$ cat config.mk
export PLATFORM = sky130hd
export DESIGN_NAME = gic_idle_gate
export DESIGN_NICKNAME = d
export VERILOG_FILES = /design/src/rtl/gic_pkg.sv /design/src/rtl/gic_cnt_if.sv /design/src/rtl/gic_down_counter.sv /design/src/rtl/gic_idle_gate.sv
export VERILOG_INCLUDE_DIRS = /design/src /design/src/rtl
export SDC_FILE = /design/constraint.sdc
export NUM_CORES = 1
export LEC_CHECK = 0
export BUFFER_PORTS_ARGS = -buffer_cell sky130_fd_sc_hd__buf_4
export CAP_MARGIN = 20
export CORE_UTILIZATION = 40
export CTS_CLUSTER_SIZE = 30
export DETAILED_ROUTE_END_ITERATION = 8
export GPL_TIMING_DRIVEN = 0
export PLACE_DENSITY = 0.72
export SYNTH_ARGS = -nofsm -noshare
export SYNTH_HDL_FRONTEND = slang
export SYNTH_SLANG_ARGS = --single-unit
$ cat constraint.sdc
create_clock -name pclk -period 3.4 [get_ports pclk]
set_clock_uncertainty 0.15 [all_clocks]
set_input_delay 0 -clock pclk [delete_from_list [all_inputs] [get_ports pclk]]
set_output_delay 0 -clock pclk [all_outputs]
set_load 0.01 [all_outputs]
$ cat src/rtl/gic_cfg.svh
// register map, reset values and timing counts of the idle clock gating block
// assumes inclusion by bare name from rtl/
`ifndef GIC_CFG_SVH
`define GIC_CFG_SVH

`define GIC_CTRL_OFF 12'h000
`define GIC_STARTUP_OFF 12'h004
`define GIC_TIMEOUT_OFF 12'h008
`define GIC_STATUS_OFF 12'h00C
`define GIC_COUNT_OFF 12'h010

`define GIC_CTRL_EN_BIT 0
`define GIC_CTRL_EN_RST 1'b0
`define GIC_STARTUP_RST 16'h0100
`define GIC_TIMEOUT_RST 16'h0100

`define GIC_SETTLE_NS 200
`define GIC_CLK_MHZ 25
`define GIC_SETTLE_CYC ((`GIC_SETTLE_NS * `GIC_CLK_MHZ + 999) / 1000)

`endif

$ cat src/rtl/gic_pkg.sv
// types shared by the idle clock gating block
// assumes no surroundings
package gic_pkg;
    typedef enum logic [3:0] {
        GIC_MODE_DEEP = 4'h1,
        GIC_MODE_BUS = 4'h2,
        GIC_MODE_2D = 4'h4,
        GIC_MODE_3D = 4'h8
    } gic_mode_t;
    typedef enum logic [3:0] {
        GIC_ST_MON = 4'h1,
        GIC_ST_STARTUP = 4'h2,
        GIC_ST_SETTLE = 4'h4,
        GIC_ST_COUNT = 4'h8
    } gic_state_t;
endpackage

$ cat src/rtl/gic_cnt_if.sv
// carrier between the gating controller and its down-counter
// assumes both ends on pclk
`timescale 1ns/1ns
`default_nettype none
interface gic_cnt_if;
    logic load;
    logic [15:0] load_val;
    logic dec;
    logic zero;
    logic [15:0] value;
    modport ctl (output load, output load_val, output dec, input zero, input value);
    modport cnt (input load, input load_val, input dec, output zero, output value);
endinterface
`default_nettype wire

$ cat src/rtl/gic_down_counter.sv
// loadable down-counter used for the startup and idle time-outs
// assumes synchronous load and decrement requests on pclk
`timescale 1ns/1ns
`default_nettype none
module gic_down_counter (
    input wire logic pclk,
    input wire logic presetn,
    gic_cnt_if.cnt cnt
);
    logic [15:0] value;
    logic [15:0] next_value;

    always_comb begin
        next_value = value;
        if (cnt.load) begin
            next_value = cnt.load_val;
        end else if (cnt.dec && value != 16'h0000) begin
            next_value = value - 16'h0001;
        end
    end

    always_ff @(posedge pclk or negedge presetn) begin
        if (!presetn) begin
            value <= 16'h0000;
        end else begin
            value <= next_value;
        end
    end

    assign cnt.value = value;
    assign cnt.zero = (value == 16'h0000);
endmodule
`default_nettype wire

$ cat src/rtl/gic_idle_gate.sv
// activity-driven clock gating controller for the graphics accelerator
// assumes activity and instruction inputs are synchronous to pclk; APB master drives the bus
//
// Contract
// - the block watches the core activity inputs every cycle except while settling or gated in countdown to judge whether the core is idle.
// - after idleness lasts the startup time-out count the gate requests go high.
// - four gating modes exist: all gated, bus only, bus and 2D, all running.
// - an instruction detected outside settling is decoded and only the clocks it needs are re-enabled.
// - after re-enabling clocks the block waits a settling interval before counting.
// - after settling the counter loads the time-out value and decrements while idle.
// - activity during the countdown reloads the counter to its programmed value.
// - at count end with no activity or pending instruction the clocks are gated again.
`timescale 1ns/1ns
`default_nettype none
`include "gic_cfg.svh"
module gic_idle_gate #(
    parameter int unsigned SETTLE_CYC = `GIC_SETTLE_CYC
) (
    input wire logic pclk,
    input wire logic presetn,
    input wire logic psel,
    input wire logic penable,
    input wire logic pwrite,
    input wire logic [11:0] paddr,
    input wire logic [31:0] pwdata,
    output logic [31:0] prdata,
    output logic pready,
    output logic pslverr,
    input wire logic core_2d_active,
    input wire logic core_3d_active,
    input wire logic instr_valid,
    input wire logic instr_is_3d,
    output logic gate_bus_side_clock,
    output logic gate_core_2d_clock,
    output logic gate_core_3d_clock
);
    // ************************************************************
    // register bus
    // ************************************************************
    logic enable;
    logic [15:0] startup_cnt;
    logic [15:0] timeout_cnt;
    logic next_enable;
    logic [15:0] next_startup_cnt;
    logic [15:0] next_timeout_cnt;
    logic [31:0] next_prdata;
    logic next_pslverr;
    gic_pkg::gic_state_t state;
    gic_pkg::gic_state_t next_state;
    gic_pkg::gic_mode_t mode;
    gic_pkg::gic_mode_t next_mode;
    gic_cnt_if cif ();

    function automatic logic addr_hit(input logic [11:0] a);
        addr_hit = (a == `GIC_CTRL_OFF) || (a == `GIC_STARTUP_OFF) ||
                   (a == `GIC_TIMEOUT_OFF) || (a == `GIC_STATUS_OFF) ||
                   (a == `GIC_COUNT_OFF);
    endfunction

    wire logic wr_req = psel && !penable && pwrite;
    wire logic rd_req = psel && !penable && !pwrite;

    // answer registered in the setup cycle so pready can be held high in access
    always_comb begin
        next_enable = enable;
        next_startup_cnt = startup_cnt;
        next_timeout_cnt = timeout_cnt;
        next_prdata = prdata;
        next_pslverr = 1'b0;
        if (psel && !penable) begin
            next_pslverr = !addr_hit(paddr);
        end
        if (wr_req) begin
            case (paddr)
                `GIC_CTRL_OFF: next_enable = pwdata[`GIC_CTRL_EN_BIT];
                `GIC_STARTUP_OFF: next_startup_cnt = pwdata[15:0];
                `GIC_TIMEOUT_OFF: next_timeout_cnt = pwdata[15:0];
                default: next_enable = enable;
            endcase
        end
        if (rd_req) begin
            case (paddr)
                `GIC_CTRL_OFF: next_prdata = {31'h0, enable};
                `GIC_STARTUP_OFF: next_prdata = {16'h0, startup_cnt};
                `GIC_TIMEOUT_OFF: next_prdata = {16'h0, timeout_cnt};
                `GIC_STATUS_OFF: next_prdata = {24'h0, state, mode};
                `GIC_COUNT_OFF: next_prdata = {16'h0, cif.value};
                default: next_prdata = 32'h0;
            endcase
        end
    end

    always_ff @(posedge pclk or negedge presetn) begin
        if (!presetn) begin
            enable <= `GIC_CTRL_EN_RST;
            startup_cnt <= `GIC_STARTUP_RST;
            timeout_cnt <= `GIC_TIMEOUT_RST;
            prdata <= 32'h0;
            pslverr <= 1'b0;
        end else begin
            enable <= next_enable;
            startup_cnt <= next_startup_cnt;
            timeout_cnt <= next_timeout_cnt;
            prdata <= next_prdata;
            pslverr <= next_pslverr;
        end
    end

    // no wait states: setup writes, access completes
    assign pready = 1'b1;

    // ************************************************************
    // gating state machine
    // ************************************************************
    logic [7:0] settle;
    logic [7:0] next_settle;
    wire logic activity = core_2d_active || core_3d_active || instr_valid;
    wire logic wake;

    // an instruction needs clocks that are stopped now: 2d gated (deep or bus only), or 3d work in 2d mode
    function automatic logic wake_needed(input gic_pkg::gic_mode_t m, input logic v,
                                         input logic is_3d);
        wake_needed = v && (m == gic_pkg::GIC_MODE_DEEP || m == gic_pkg::GIC_MODE_BUS ||
                            (is_3d && m != gic_pkg::GIC_MODE_3D));
    endfunction

    // wake from deep always opens 2d at least, so bus-only is never a wake target
    function automatic gic_pkg::gic_mode_t wake_mode(input logic is_3d);
        wake_mode = is_3d ? gic_pkg::GIC_MODE_3D : gic_pkg::GIC_MODE_2D;
    endfunction

    assign wake = wake_needed(mode, instr_valid, instr_is_3d);

    always_comb begin
        next_state = state;
        next_mode = mode;
        next_settle = settle;
        cif.load = 1'b0;
        cif.load_val = timeout_cnt;
        cif.dec = 1'b0;
        case (state)
            gic_pkg::GIC_ST_MON: begin
                cif.load = 1'b1;
                cif.load_val = startup_cnt;
                if (enable && !activity) begin
                    next_state = gic_pkg::GIC_ST_STARTUP;
                end
            end
            gic_pkg::GIC_ST_STARTUP: begin
                if (!enable || activity) begin
                    next_state = gic_pkg::GIC_ST_MON;
                end else if (cif.zero) begin
                    next_mode = gic_pkg::GIC_MODE_DEEP;
                    next_state = gic_pkg::GIC_ST_COUNT;
                end else begin
                    cif.dec = 1'b1;
                end
            end
            gic_pkg::GIC_ST_SETTLE: begin
                if (settle == 8'h00) begin
                    cif.load = 1'b1;
                    next_state = gic_pkg::GIC_ST_COUNT;
                end else begin
                    next_settle = settle - 8'h01;
                end
            end
            gic_pkg::GIC_ST_COUNT: begin
                if (mode == gic_pkg::GIC_MODE_DEEP) begin
                    // gated: only an instruction leaves, taken after the case
                    next_state = gic_pkg::GIC_ST_COUNT;
                end else if (activity) begin
                    cif.load = 1'b1;
                end else if (cif.zero || !enable) begin
                    next_mode = gic_pkg::GIC_MODE_DEEP;
                    next_state = gic_pkg::GIC_ST_MON;
                end else begin
                    cif.dec = 1'b1;
                end
            end
            default: next_state = gic_pkg::GIC_ST_MON;
        endcase
        // an instruction wakes the clocks from monitor, startup or countdown alike;
        // settling is never cut short so a waking clock always gets its full interval
        if (wake && state != gic_pkg::GIC_ST_SETTLE) begin
            // release only the needed gates as settling begins
            cif.load = 1'b0;
            cif.dec = 1'b0;
            next_mode = wake_mode(instr_is_3d);
            next_settle = 8'(SETTLE_CYC - 1);
            next_state = gic_pkg::GIC_ST_SETTLE;
        end
    end

    always_ff @(posedge pclk or negedge presetn) begin
        if (!presetn) begin
            state <= gic_pkg::GIC_ST_MON;
            mode <= gic_pkg::GIC_MODE_3D;
            settle <= 8'h00;
        end else begin
            state <= next_state;
            mode <= next_mode;
            settle <= next_settle;
        end
    end

    gic_down_counter u_cnt (
        .pclk(pclk),
        .presetn(presetn),
        .cnt(cif)
    );

    // ************************************************************
    // gate requests
    // ************************************************************
    logic next_gate_bus_side_clock;
    logic next_gate_core_2d_clock;
    logic next_gate_core_3d_clock;

    // mode to gate requests {3d, 2d, bus}, high means the clock may stop
    function automatic logic [2:0] gates_for(input gic_pkg::gic_mode_t m);
        gates_for = {m != gic_pkg::GIC_MODE_3D,
                     m == gic_pkg::GIC_MODE_DEEP || m == gic_pkg::GIC_MODE_BUS,
                     m == gic_pkg::GIC_MODE_DEEP};
    endfunction

    // decoded from the next mode and registered: same timing as the mode register,
    // but the wrapper never sees a decode glitch on a request line
    always_comb begin
        {next_gate_core_3d_clock, next_gate_core_2d_clock, next_gate_bus_side_clock} =
            gates_for(next_mode);
    end

    always_ff @(posedge pclk or negedge presetn) begin
        if (!presetn) begin
            gate_bus_side_clock <= 1'b0;
            gate_core_2d_clock <= 1'b0;
            gate_core_3d_clock <= 1'b0;
        end else begin
            gate_bus_side_clock <= next_gate_bus_side_clock;
            gate_core_2d_clock <= next_gate_core_2d_clock;
            gate_core_3d_clock <= next_gate_core_3d_clock;
        end
    end

    // ************************************************************
    // checks
    // ************************************************************
    AST_GATE_ON_STARTUP: assert property (@(posedge pclk) disable iff (!presetn)
        state == gic_pkg::GIC_ST_STARTUP && enable && !activity && cif.zero
        |=> gate_bus_side_clock && gate_core_2d_clock && gate_core_3d_clock)
        else $error("gates not raised at startup expiry");
    AST_MODE_LEGAL: assert property (@(posedge pclk) disable iff (!presetn)
        $onehot(mode) && (gate_core_2d_clock || !gate_bus_side_clock))
        else $error("illegal gating mode");
    AST_DECODE_3D: assert property (@(posedge pclk) disable iff (!presetn)
        state == gic_pkg::GIC_ST_COUNT && instr_valid && instr_is_3d
        |=> !gate_core_3d_clock && !gate_core_2d_clock && !gate_bus_side_clock)
        else $error("3d instruction did not open clocks");
    AST_DECODE_2D: assert property (@(posedge pclk) disable iff (!presetn)
        state == gic_pkg::GIC_ST_COUNT && instr_valid && !instr_is_3d &&
        mode == gic_pkg::GIC_MODE_DEEP |=> gate_core_3d_clock && !gate_core_2d_clock)
        else $error("2d instruction opened wrong clocks");
    AST_SETTLE_LEN: assert property (@(posedge pclk) disable iff (!presetn)
        $rose(state == gic_pkg::GIC_ST_SETTLE)
        |-> (state == gic_pkg::GIC_ST_SETTLE) [*5] ##1 state == gic_pkg::GIC_ST_COUNT)
        else $error("settling length wrong");
    AST_LOAD_AFTER_SETTLE: assert property (@(posedge pclk) disable iff (!presetn)
        state == gic_pkg::GIC_ST_SETTLE && next_state == gic_pkg::GIC_ST_COUNT
        |=> cif.value == $past(timeout_cnt))
        else $error("countdown not loaded after settling");
    AST_RELOAD: assert property (@(posedge pclk) disable iff (!presetn)
        state == gic_pkg::GIC_ST_COUNT && mode != gic_pkg::GIC_MODE_DEEP && activity &&
        next_state == gic_pkg::GIC_ST_COUNT |=> cif.value == $past(timeout_cnt))
        else $error("activity did not reload countdown");
    AST_REGATE: assert property (@(posedge pclk) disable iff (!presetn)
        state == gic_pkg::GIC_ST_COUNT && mode != gic_pkg::GIC_MODE_DEEP && !activity &&
        cif.zero |=> gate_bus_side_clock && state == gic_pkg::GIC_ST_MON)
        else $error("clocks not gated at count end");
    AST_RELEASE_EARLY: assert property (@(posedge pclk) disable iff (!presetn)
        state == gic_pkg::GIC_ST_SETTLE |-> !gate_core_2d_clock && !gate_bus_side_clock)
        else $error("gates still high while settling");
    AST_WAKE_FROM_IDLE: assert property (@(posedge pclk) disable iff (!presetn)
        state != gic_pkg::GIC_ST_SETTLE && mode == gic_pkg::GIC_MODE_DEEP && instr_valid
        |=> !gate_bus_side_clock && !gate_core_2d_clock && state == gic_pkg::GIC_ST_SETTLE)
        else $error("instruction did not wake the gated clocks");
    AST_COUNT_DOWN: assert property (@(posedge pclk) disable iff (!presetn)
        state == gic_pkg::GIC_ST_COUNT && mode != gic_pkg::GIC_MODE_DEEP && enable &&
        !activity && !cif.zero |=> cif.value == $past(cif.value) - 16'h0001)
        else $error("countdown did not step while idle");
    AST_DISABLE_REGATE: assert property (@(posedge pclk) disable iff (!presetn)
        state == gic_pkg::GIC_ST_COUNT && mode != gic_pkg::GIC_MODE_DEEP && !enable &&
        !activity |=> gate_bus_side_clock && gate_core_2d_clock && gate_core_3d_clock)
        else $error("clearing enable did not gate the clocks");
    COV_DEEP: cover property (@(posedge pclk) disable iff (!presetn)
        $rose(gate_bus_side_clock));
    COV_WAKE_3D: cover property (@(posedge pclk) disable iff (!presetn)
        $fell(gate_core_3d_clock));
    COV_RELOAD: cover property (@(posedge pclk) disable iff (!presetn)
        state == gic_pkg::GIC_ST_COUNT && activity && mode == gic_pkg::GIC_MODE_2D);
    COV_WAKE_2D: cover property (@(posedge pclk) disable iff (!presetn)
        $rose(mode == gic_pkg::GIC_MODE_2D));
    COV_DISABLE: cover property (@(posedge pclk) disable iff (!presetn)
        state == gic_pkg::GIC_ST_COUNT && !enable && mode != gic_pkg::GIC_MODE_DEEP);
endmodule
`default_nettype wire

==> metrics.txt, run 1 <==
# TYPE chip_impl_metric gauge
chip_impl_metric{name="detail_route.wirelength.met1",unit="um"} 5710
chip_impl_metric{name="synthXorXnorAreaFrac",unit=""} 0.0216
chip_impl_info{name="violated_checks",value="DRC, hold timing"} 1
chip_impl_metric{name="cts-buffers-inserted",unit=""} 9
chip_impl_metric{name="via_count_of_the_first_global_routing_pass",unit=""} 4298
chip_impl_metric{name="syn_inst",unit=""} 466
chip_impl_metric{name="buffer_ports.inserted",unit=""} 56
chip_impl_metric{name="ys_seq_area_frac",unit=""} 0.438
chip_impl_info{name="critPathCaptureType",value="flop"} 1
chip_impl_info{name="synth.top_cells.by_area",value="dfrtp_1 42%, mux2_4 6.2%, mux2_1 3.2%"} 1
chip_impl_metric{name="synthDominantCellAreaShare",unit=""} 0.416
chip_impl_metric{name="yosys.cell_types.count",unit=""} 70
chip_impl_metric{name="tightest_hold_margin",unit="ns"} -0.0122
chip_impl_metric{name="die_area",unit="mm2"} 0.0126
chip_impl_metric{name="finalWorstSetupSlack",unit="ns"} 0.400
chip_impl_info{name="clock_tree_from_tritoncts",value="yes"} 1
chip_impl_metric{name="h-tree-depth",unit=""} 3
chip_impl_metric{name="die_h",unit="um"} 112
chip_impl_metric{name="clk_transition_reported_paths",unit="ns"} 0.06
chip_impl_metric{name="post_synth_instance_area",unit="mm2"} 0.00487
chip_impl_metric{name="post-layout-total-power",unit="mW"} 3.66
chip_impl_metric{name="p_sw_frac",unit=""} 0.365
chip_impl_metric{name="start_util",unit=""} 0.418
chip_impl_info{name="maxUsedRoutingLayer",value="met4"} 1
chip_impl_metric{name="drc",unit=""} 6
chip_impl_metric{name="finalWeightedCongestion",unit=""} 0.911
chip_impl_metric{name="depth_of_the_most_critical_reg_to_reg_path",unit=""} 9
chip_impl_metric{name="gr-usage-all-layers",unit=""} 0.223
chip_impl_metric{name="required",unit="ns"} 3.47
chip_impl_metric{name="timing_hold_violations_final",unit=""} 14
chip_impl_metric{name="drt_first_pass_iters",unit=""} 9
chip_impl_metric{name="pwr-share-comb",unit=""} 0.360
chip_impl_metric{name="design.portCount",unit=""} 90
chip_impl_metric{name="max_freq",unit="MHz"} 333
chip_impl_metric{name="post_synth_and_or_nand_nor_area_fraction",unit=""} 0.196
chip_impl_metric{name="antennaDiodeCount",unit=""} 0
chip_impl_info{name="outcome",value="complete, but fails checks"} 1
chip_impl_metric{name="yosysWarnings",unit=""} 0
chip_impl_metric{name="synth_fa_ha_area_frac",unit=""} 0.0103
chip_impl_metric{name="r2r_slack",unit="ns"} 0.40
chip_impl_metric{name="dr_wl_met3",unit="um"} 936
chip_impl_info{name="origin_of_the_worst_setup_path",value="u_cnt.cnt.value[0]"} 1
chip_impl_metric{name="p_int",unit="mW"} 2.32
chip_impl_info{name="critical_path.startpoint_type",value="flop"} 1
chip_impl_metric{name="first_pass_grt_wire_length",unit="um"} 21900
chip_impl_metric{name="p_clk_frac",unit=""} 0.299
chip_impl_metric{name="slew_headroom",unit=""} 0.316
chip_impl_metric{name="die_width",unit="um"} 112
chip_impl_metric{name="final_layout_size_suffix_gt1_frac",unit=""} 0.247
chip_impl_metric{name="cts_sinks",unit=""} 85
chip_impl_metric{name="power_leakage",unit="nW"} 2.89
chip_impl_metric{name="peakVddDrop",unit="uV"} 246
chip_impl_info{name="min_path_type",value="in -> async"} 1
chip_impl_metric{name="detail-route-antenna-nets",unit=""} 0
chip_impl_metric{name="core_area",unit="mm2"} 0.0117
chip_impl_metric{name="route.met2.wl",unit="um"} 6390
chip_impl_metric{name="post_cts_resize_count",unit=""} 0
chip_impl_metric{name="synth-async-reset-ratio",unit=""} 1.00
chip_impl_metric{name="grt_antenna_before_repair",unit=""} 0
chip_impl_metric{name="placement.setup.worst_slack",unit="ns"} 0.489
chip_impl_metric{name="crit_path_arrival_time",unit="ns"} 3.07
chip_impl_metric{name="std_cell_rows",unit=""} 39
chip_impl_metric{name="syn_avg_cell_area",unit="um2"} 10.5
chip_impl_metric{name="utilization",unit=""} 0.530
chip_impl_info{name="critical_path.reg2reg.startpoint",value="u_cnt.cnt.value[0]"} 1
chip_impl_metric{name="route.detailed.vias_per_inst",unit=""} 5.73
chip_impl_metric{name="period_share",unit=""} 0.882
chip_impl_metric{name="final_max_slew_viol_count",unit=""} 0
chip_impl_metric{name="power_switching",unit="mW"} 1.34
chip_impl_info{name="grt_setup_unrepaired",value="false"} 1
chip_impl_metric{name="synth.mux.area_fraction",unit=""} 0.121
chip_impl_metric{name="finish.net_count",unit=""} 635
chip_impl_metric{name="ys_ff_latch",unit=""} 85
chip_impl_metric{name="pin_count_of_the_biggest_net_entering_global_routing",unit=""} 86
chip_impl_metric{name="insertion_delay",unit="ns"} 0.35
chip_impl_metric{name="num_vias",unit=""} 4158
chip_impl_info{name="start_to_end_type_of_the_worst_setup_path",value="reg -> reg"} 1
chip_impl_metric{name="dpl-instance-area",unit="mm2"} 0.00553
chip_impl_metric{name="count_of_flip_flops_with_a_built_in_enable_after_synthesis",unit=""} 0
chip_impl_info{name="synth_top_family_by_area",value="simple AND/OR/NAND/NOR gates"} 1
chip_impl_metric{name="worstPathMaxFanout",unit=""} 10
chip_impl_metric{name="grt-ovfl-total",unit=""} 0
chip_impl_metric{name="cap_viol_max_count",unit=""} 0
chip_impl_metric{name="initialDrtViolationCount",unit=""} 409
chip_impl_metric{name="finalCriticalPeriod",unit="ns"} 3.00
chip_impl_metric{name="timing.final.setup_violations",unit=""} 0
chip_impl_metric{name="design_area",unit="mm2"} 0.00618
chip_impl_info{name="ys.flop_type",value="dfrtp_1"} 1
chip_impl_metric{name="detail_route.wirelength",unit="um"} 13300
chip_impl_metric{name="worst_pin_slew",unit="ns"} 1.02
chip_impl_metric{name="dp_hpwl",unit="um"} 9230
chip_impl_metric{name="clock_tree.buffer_depth",unit=""} 2
chip_impl_info{name="clockRootBuffer",value="clkbuf_16"} 1
chip_impl_metric{name="totalNegativeSetupSlack",unit="ns"} 0
chip_impl_metric{name="synth_compound_area_frac",unit=""} 0.146
chip_impl_info{name="library_cell_occupying_the_most_area_in_the_post_synthesis_netlist",value="dfrtp_1"} 1
chip_impl_metric{name="area.growth.synth_to_final",unit="%"} 26.8
chip_impl_metric{name="detail_routed_net_length_per_standard_cell",unit="um"} 18.4
chip_impl_metric{name="power-per-cell-area",unit="mW/mm2"} 592
chip_impl_metric{name="seqPwrFrac",unit=""} 0.341
kinds of logic after synthesis:
group                    count (synthesis)
buffers and inverters                   58
other                                    2
adder cells (fa/ha/maj)                  4
XOR/XNOR                                12
AO/OA/AOI/OAI                           98
multiplexers                            47
AND/OR/NAND/NOR                        160
flip-flops                              85
routing by layer:
layer  GRT usage  vias up
met4      0.0782        0
met3      0.0491       22
met1       0.280     2021
met5           0        -
li1            -     1941
met2       0.378      174
synth_stat cells (all sizes together) (12+ instances only):
master / number
mux2i: 12
nor4: 12
dfrtp: 81
nor2: 29
a21oi: 24
nand4: 13
clkbuf: 15
nand2: 38
mux2: 35
o21ai: 17
buf: 34
through the flow:
step / hold WS (ns) / instances
after floorplan: -0.446 / 481
after global placement: 0.0679 / 680
after detailed placement: 0.0779 / 681
after CTS: 0.0400 / 725
after global routing: 0.0404 / 726
final: -0.0122 / 726
worst max-delay path, cell delays in order (launching register included):
cell and delay, ns:
dfrtp_1 0.43, inv_1 0.13, ha_1 0.16, nor4b_1 0.66, and4_1 0.29, buf_1 0.30
nor3_1 0.17, buf_2 0.22, a211oi_1 0.30, a211oi_1 0.09
placed cells by master, fill, tap and decap left out, drive strengths merged, types with 3 or more instances in the layout:
| cell type | n |
|---|---|
| conb | 17 |
| nand4b | 3 |
| dfstp | 4 |
| buf | 92 |
| a22oi | 8 |
| clkinv | 3 |
| nor2b | 3 |
| and3 | 5 |
| a21oi | 24 |
| or4 | 5 |
| a211oi | 4 |
| nand2b | 6 |
| or4b | 3 |
| xnor2 | 4 |
| nor4b | 7 |
| dfrtp | 81 |
| mux2i | 12 |
| o21ai | 17 |
| a221oi | 7 |
| clkbuf | 26 |
| mux2 | 35 |
| nand3 | 9 |
| and4 | 3 |
| xor2 | 8 |
| a222oi | 9 |
| nor3 | 8 |
| nor4 | 12 |
| and2 | 4 |
| dlygate4sd3 | 28 |
| o311a | 4 |
| ha | 4 |
| nand3b | 3 |
| nor2 | 29 |
| nand2 | 38 |
| nand4 | 13 |
| inv | 9 |
power by group through the flow:
stage                     Combinational, mW  Clock (mW)  Sequential [mW]
after floorplan                       0.901           0             1.22
after global placement                 1.23           0             1.25
after detailed placement               1.26           0             1.26
after CTS                              1.29        1.11             1.24
after global routing                   1.44        1.15             1.26
final                                  1.32        1.09             1.25
final timing paths:
kind | end
worst min register to register | prdata[8]
worst max-delay path | u_cnt.cnt.value[0]
max in group asynchronous | timeout_cnt[8]
worst max register to register | u_cnt.cnt.value[0]
worst min-delay path | settle[0]
min in group pclk | prdata[8]
registers in the layout, summed over array words and instances (netlist names):
register and flops:
startup_cnt 16, pslverr 1, enable 1, gate_core_3d_clock 1, settle 8, gate_bus_side_clock 1, state 4, u_cnt.cnt.value 16
prdata 16, timeout_cnt 16, mode 4, gate_core_2d_clock 1
layout make-up:
type / count / area (um2)
fillers: 1023 / 5490
multi-input cells: 338 / 2470
flip-flops and latches: 85 / 2130
repair buffers: 86 / 736
plain buffers: 49 / 287
clock buffers: 11 / 253
well taps: 143 / 179
clock inverters: 5 / 82.6
inverters: 9 / 33.8
repair_timing:
| action | 4_1_cts | 5_1_grt |
|---|---|---|
| hold buffers | 28 | 0 |
| setup buffers | 0 | 0 |
| hold endpoints to repair | 120 | 0 |
| endpoints found under the setup margin | 0 | 0 |
(Power assumes the default switching activity.)
==> run 2: changes to the inputs <==
--- a/config.mk
+++ b/config.mk
@@ -8,11 +8,12 @@
 export LEC_CHECK = 0
 export BUFFER_PORTS_ARGS = -buffer_cell sky130_fd_sc_hd__buf_4
 export CAP_MARGIN = 20
-export CORE_UTILIZATION = 40
+export CORE_UTILIZATION = 55
 export CTS_CLUSTER_SIZE = 30
 export DETAILED_ROUTE_END_ITERATION = 8
 export GPL_TIMING_DRIVEN = 0
-export PLACE_DENSITY = 0.72
+export PLACE_DENSITY = 0.9
+export REMOVE_ABC_BUFFERS = 1
 export SYNTH_ARGS = -nofsm -noshare
 export SYNTH_HDL_FRONTEND = slang
 export SYNTH_SLANG_ARGS = --single-unit
==> run 2 against run 1 <==
Net effect: the run ends with hold timing left; clock-buffer cell count fell by 2; non-clock buffer count fell by 48; total power fell by 15%; cell count fell by 12%; worst setup slack improved by 0.046 ns; maximum frequency rose by 1.6%; core utilization rose by 15 points; hold slack improved by 0.0040 ns; die area fell by 27%; first-iteration DRC count fell by 3.7%; highest routed layer unchanged; critical path type unchanged; sequential power rose by 6%.
==> metrics.txt, run 2 (same netlist as run 1, synthesis figures left out) <==
# TYPE chip_impl_metric gauge
chip_impl_metric{name="initialDrtViolationCount",unit=""} 394
chip_impl_metric{name="buffer_ports.inserted",unit=""} 56
chip_impl_metric{name="detail-route-antenna-nets",unit=""} 0
chip_impl_metric{name="slew_headroom",unit=""} 0.317
chip_impl_metric{name="final_max_slew_viol_count",unit=""} 0
chip_impl_metric{name="drt_first_pass_iters",unit=""} 7
chip_impl_metric{name="placement.setup.worst_slack",unit="ns"} 0.578
chip_impl_metric{name="antennaDiodeCount",unit=""} 0
chip_impl_metric{name="period_share",unit=""} 0.869
chip_impl_metric{name="fill_cells",unit=""} 621
chip_impl_metric{name="drc",unit=""} 0
chip_impl_metric{name="detail_route.wirelength",unit="um"} 11600
chip_impl_metric{name="worst_pin_slew",unit="ns"} 1.03
chip_impl_metric{name="final_layout_size_suffix_gt1_frac",unit=""} 0.215
chip_impl_metric{name="clk_transition_reported_paths",unit="ns"} 0.09
chip_impl_metric{name="first_pass_grt_wire_length",unit="um"} 18800
chip_impl_metric{name="power_leakage",unit="nW"} 2.65
chip_impl_metric{name="std_cell_rows",unit=""} 33
chip_impl_metric{name="num_vias",unit=""} 4032
chip_impl_metric{name="totalNegativeSetupSlack",unit="ns"} 0
chip_impl_metric{name="start_util",unit=""} 0.581
chip_impl_metric{name="crit_path_arrival_time",unit="ns"} 3.06
chip_impl_metric{name="design_area",unit="mm2"} 0.00571
chip_impl_info{name="outcome",value="complete, but fails checks"} 1
chip_impl_info{name="final_cell_mix",value="81 x dfrtp_1, 57 x buf_4, 36 x nand2_1, 27 x nor2_1, 27 x dlygate4sd3_1"} 1
chip_impl_metric{name="pin_count_of_the_biggest_net_entering_global_routing",unit=""} 86
chip_impl_metric{name="required",unit="ns"} 3.51
chip_impl_metric{name="finish.net_count",unit=""} 587
chip_impl_info{name="clock_tree_from_tritoncts",value="yes"} 1
chip_impl_info{name="violated_checks",value="hold timing"} 1
chip_impl_info{name="min_path_type",value="in -> async"} 1
chip_impl_metric{name="die_area",unit="mm2"} 0.00924
chip_impl_metric{name="detail_routed_net_length_per_standard_cell",unit="um"} 18.2
chip_impl_metric{name="timing_hold_violations_final",unit=""} 11
chip_impl_info{name="layout_commonest_cell",value="dfrtp_1"} 1
chip_impl_metric{name="power-per-cell-area",unit="mW/mm2"} 546
chip_impl_metric{name="cts_post_setup_buffers_inserted",unit=""} 0
chip_impl_metric{name="worstPathMaxFanout",unit=""} 12
chip_impl_info{name="start_to_end_type_of_the_worst_setup_path",value="reg -> reg"} 1
chip_impl_metric{name="route.detailed.vias_per_inst",unit=""} 6.30
chip_impl_metric{name="peakVddDrop",unit="uV"} 265
chip_impl_metric{name="tightest_hold_margin",unit="ns"} -0.00815
chip_impl_metric{name="dp_hpwl",unit="um"} 7720
chip_impl_metric{name="finalWeightedCongestion",unit=""} 0.931
chip_impl_metric{name="gr-usage-all-layers",unit=""} 0.273
chip_impl_metric{name="die_h",unit="um"} 96.1
chip_impl_metric{name="die_width",unit="um"} 96.1
chip_impl_metric{name="clock_tree.buffer_depth",unit=""} 2
chip_impl_info{name="clockRootBuffer",value="clkbuf_8"} 1
chip_impl_metric{name="cts_sinks",unit=""} 85
chip_impl_metric{name="holdBufCountCts",unit=""} 27
chip_impl_metric{name="grt-ovfl-total",unit=""} 0
chip_impl_metric{name="timing.final.setup_violations",unit=""} 0
chip_impl_metric{name="finalWorstSetupSlack",unit="ns"} 0.447
chip_impl_metric{name="cts-buffers-inserted",unit=""} 9
chip_impl_metric{name="via_count_of_the_first_global_routing_pass",unit=""} 3885
chip_impl_metric{name="finalCriticalPeriod",unit="ns"} 2.95
chip_impl_metric{name="design.portCount",unit=""} 90
chip_impl_metric{name="dpl-instance-area",unit="mm2"} 0.00525
chip_impl_metric{name="area.growth.synth_to_final",unit="%"} 17.2
chip_impl_info{name="critPathCaptureType",value="flop"} 1
chip_impl_metric{name="h-tree-depth",unit=""} 3
chip_impl_metric{name="max_freq",unit="MHz"} 339
chip_impl_metric{name="insertion_delay",unit="ns"} 0.37
chip_impl_metric{name="core_area",unit="mm2"} 0.00838
chip_impl_metric{name="grt_antenna_before_repair",unit=""} 0
chip_impl_metric{name="post_cts_resize_count",unit=""} 0
chip_impl_info{name="grt_setup_unrepaired",value="false"} 1
chip_impl_metric{name="cap_viol_max_count",unit=""} 0
chip_impl_info{name="critical_path.startpoint_type",value="flop"} 1
run 2: per-layer routing:
| metal | GRT usage | vias up | share of wire |
|---|---|---|---|
| met5 | 0 | - | 0 |
| met4 | 0.118 | 0 | 0.023 |
| met3 | 0.0632 | 23 | 0.079 |
| met2 | 0.444 | 226 | 0.48 |
| met1 | 0.347 | 1940 | 0.42 |
| li1 | - | 1843 | - |
run 2: final timing paths:
path                            cells after the start       from  slack (ns)                 end
min in group pclk                                   4   paddr[4]        0.06           prdata[0]
worst min-delay path                                2    presetn      -0.008     timeout_cnt[13]
worst max-delay path                                6   state[3]        0.45  u_cnt.cnt.value[9]
max in group asynchronous                           3    presetn        2.43             mode[3]
worst max register to register                      6   state[3]        0.45  u_cnt.cnt.value[9]
worst min register to register                      2  prdata[9]        0.36           prdata[9]
run 2: layout make-up:
| type | instances | area (um2) | share of cell area |
|---|---|---|---|
| Clock buffer | 9 | 124 | 0.0217 |
| Clock inverter | 7 | 51.3 | 0.00898 |
| Inverter | 9 | 33.8 | 0.00592 |
| Multi-Input combinational cell | 338 | 2500 | 0.437 |
| Sequential cell | 85 | 2130 | 0.373 |
| Tap cell | 105 | 131 | 0.0230 |
| Timing Repair Buffer | 87 | 741 | 0.130 |
run 2: power breakdown:
group	total (mW)	switching (mW)	internal, mW
combinational	1.14	0.672	0.473
clock	0.657	0.390	0.267
sequential	1.32	0.188	1.13
run 2: critical path: stages (launching register included):
cell     delay [ns]
dfrtp_1        0.63
nor2b_1        0.41
a31oi_4        0.22
nor3_1         0.66
buf_4          0.27
nand4_1        0.10
a311o_1        0.40
run 2: per-stage QoR:
step	util	std cells	total power [mW]	hold slack, ns
6_report	0.681	640	3.12	-0.00815
3_3_place_gp	0.619	593	2.34	0.0719
3_5_place_dp	0.626	596	2.42	0.0677
5_1_grt	0.681	640	3.30	0.0340
4_1_cts	0.679	639	3.10	0.0448
2_1_floorplan	-	432	2.05	-0.446
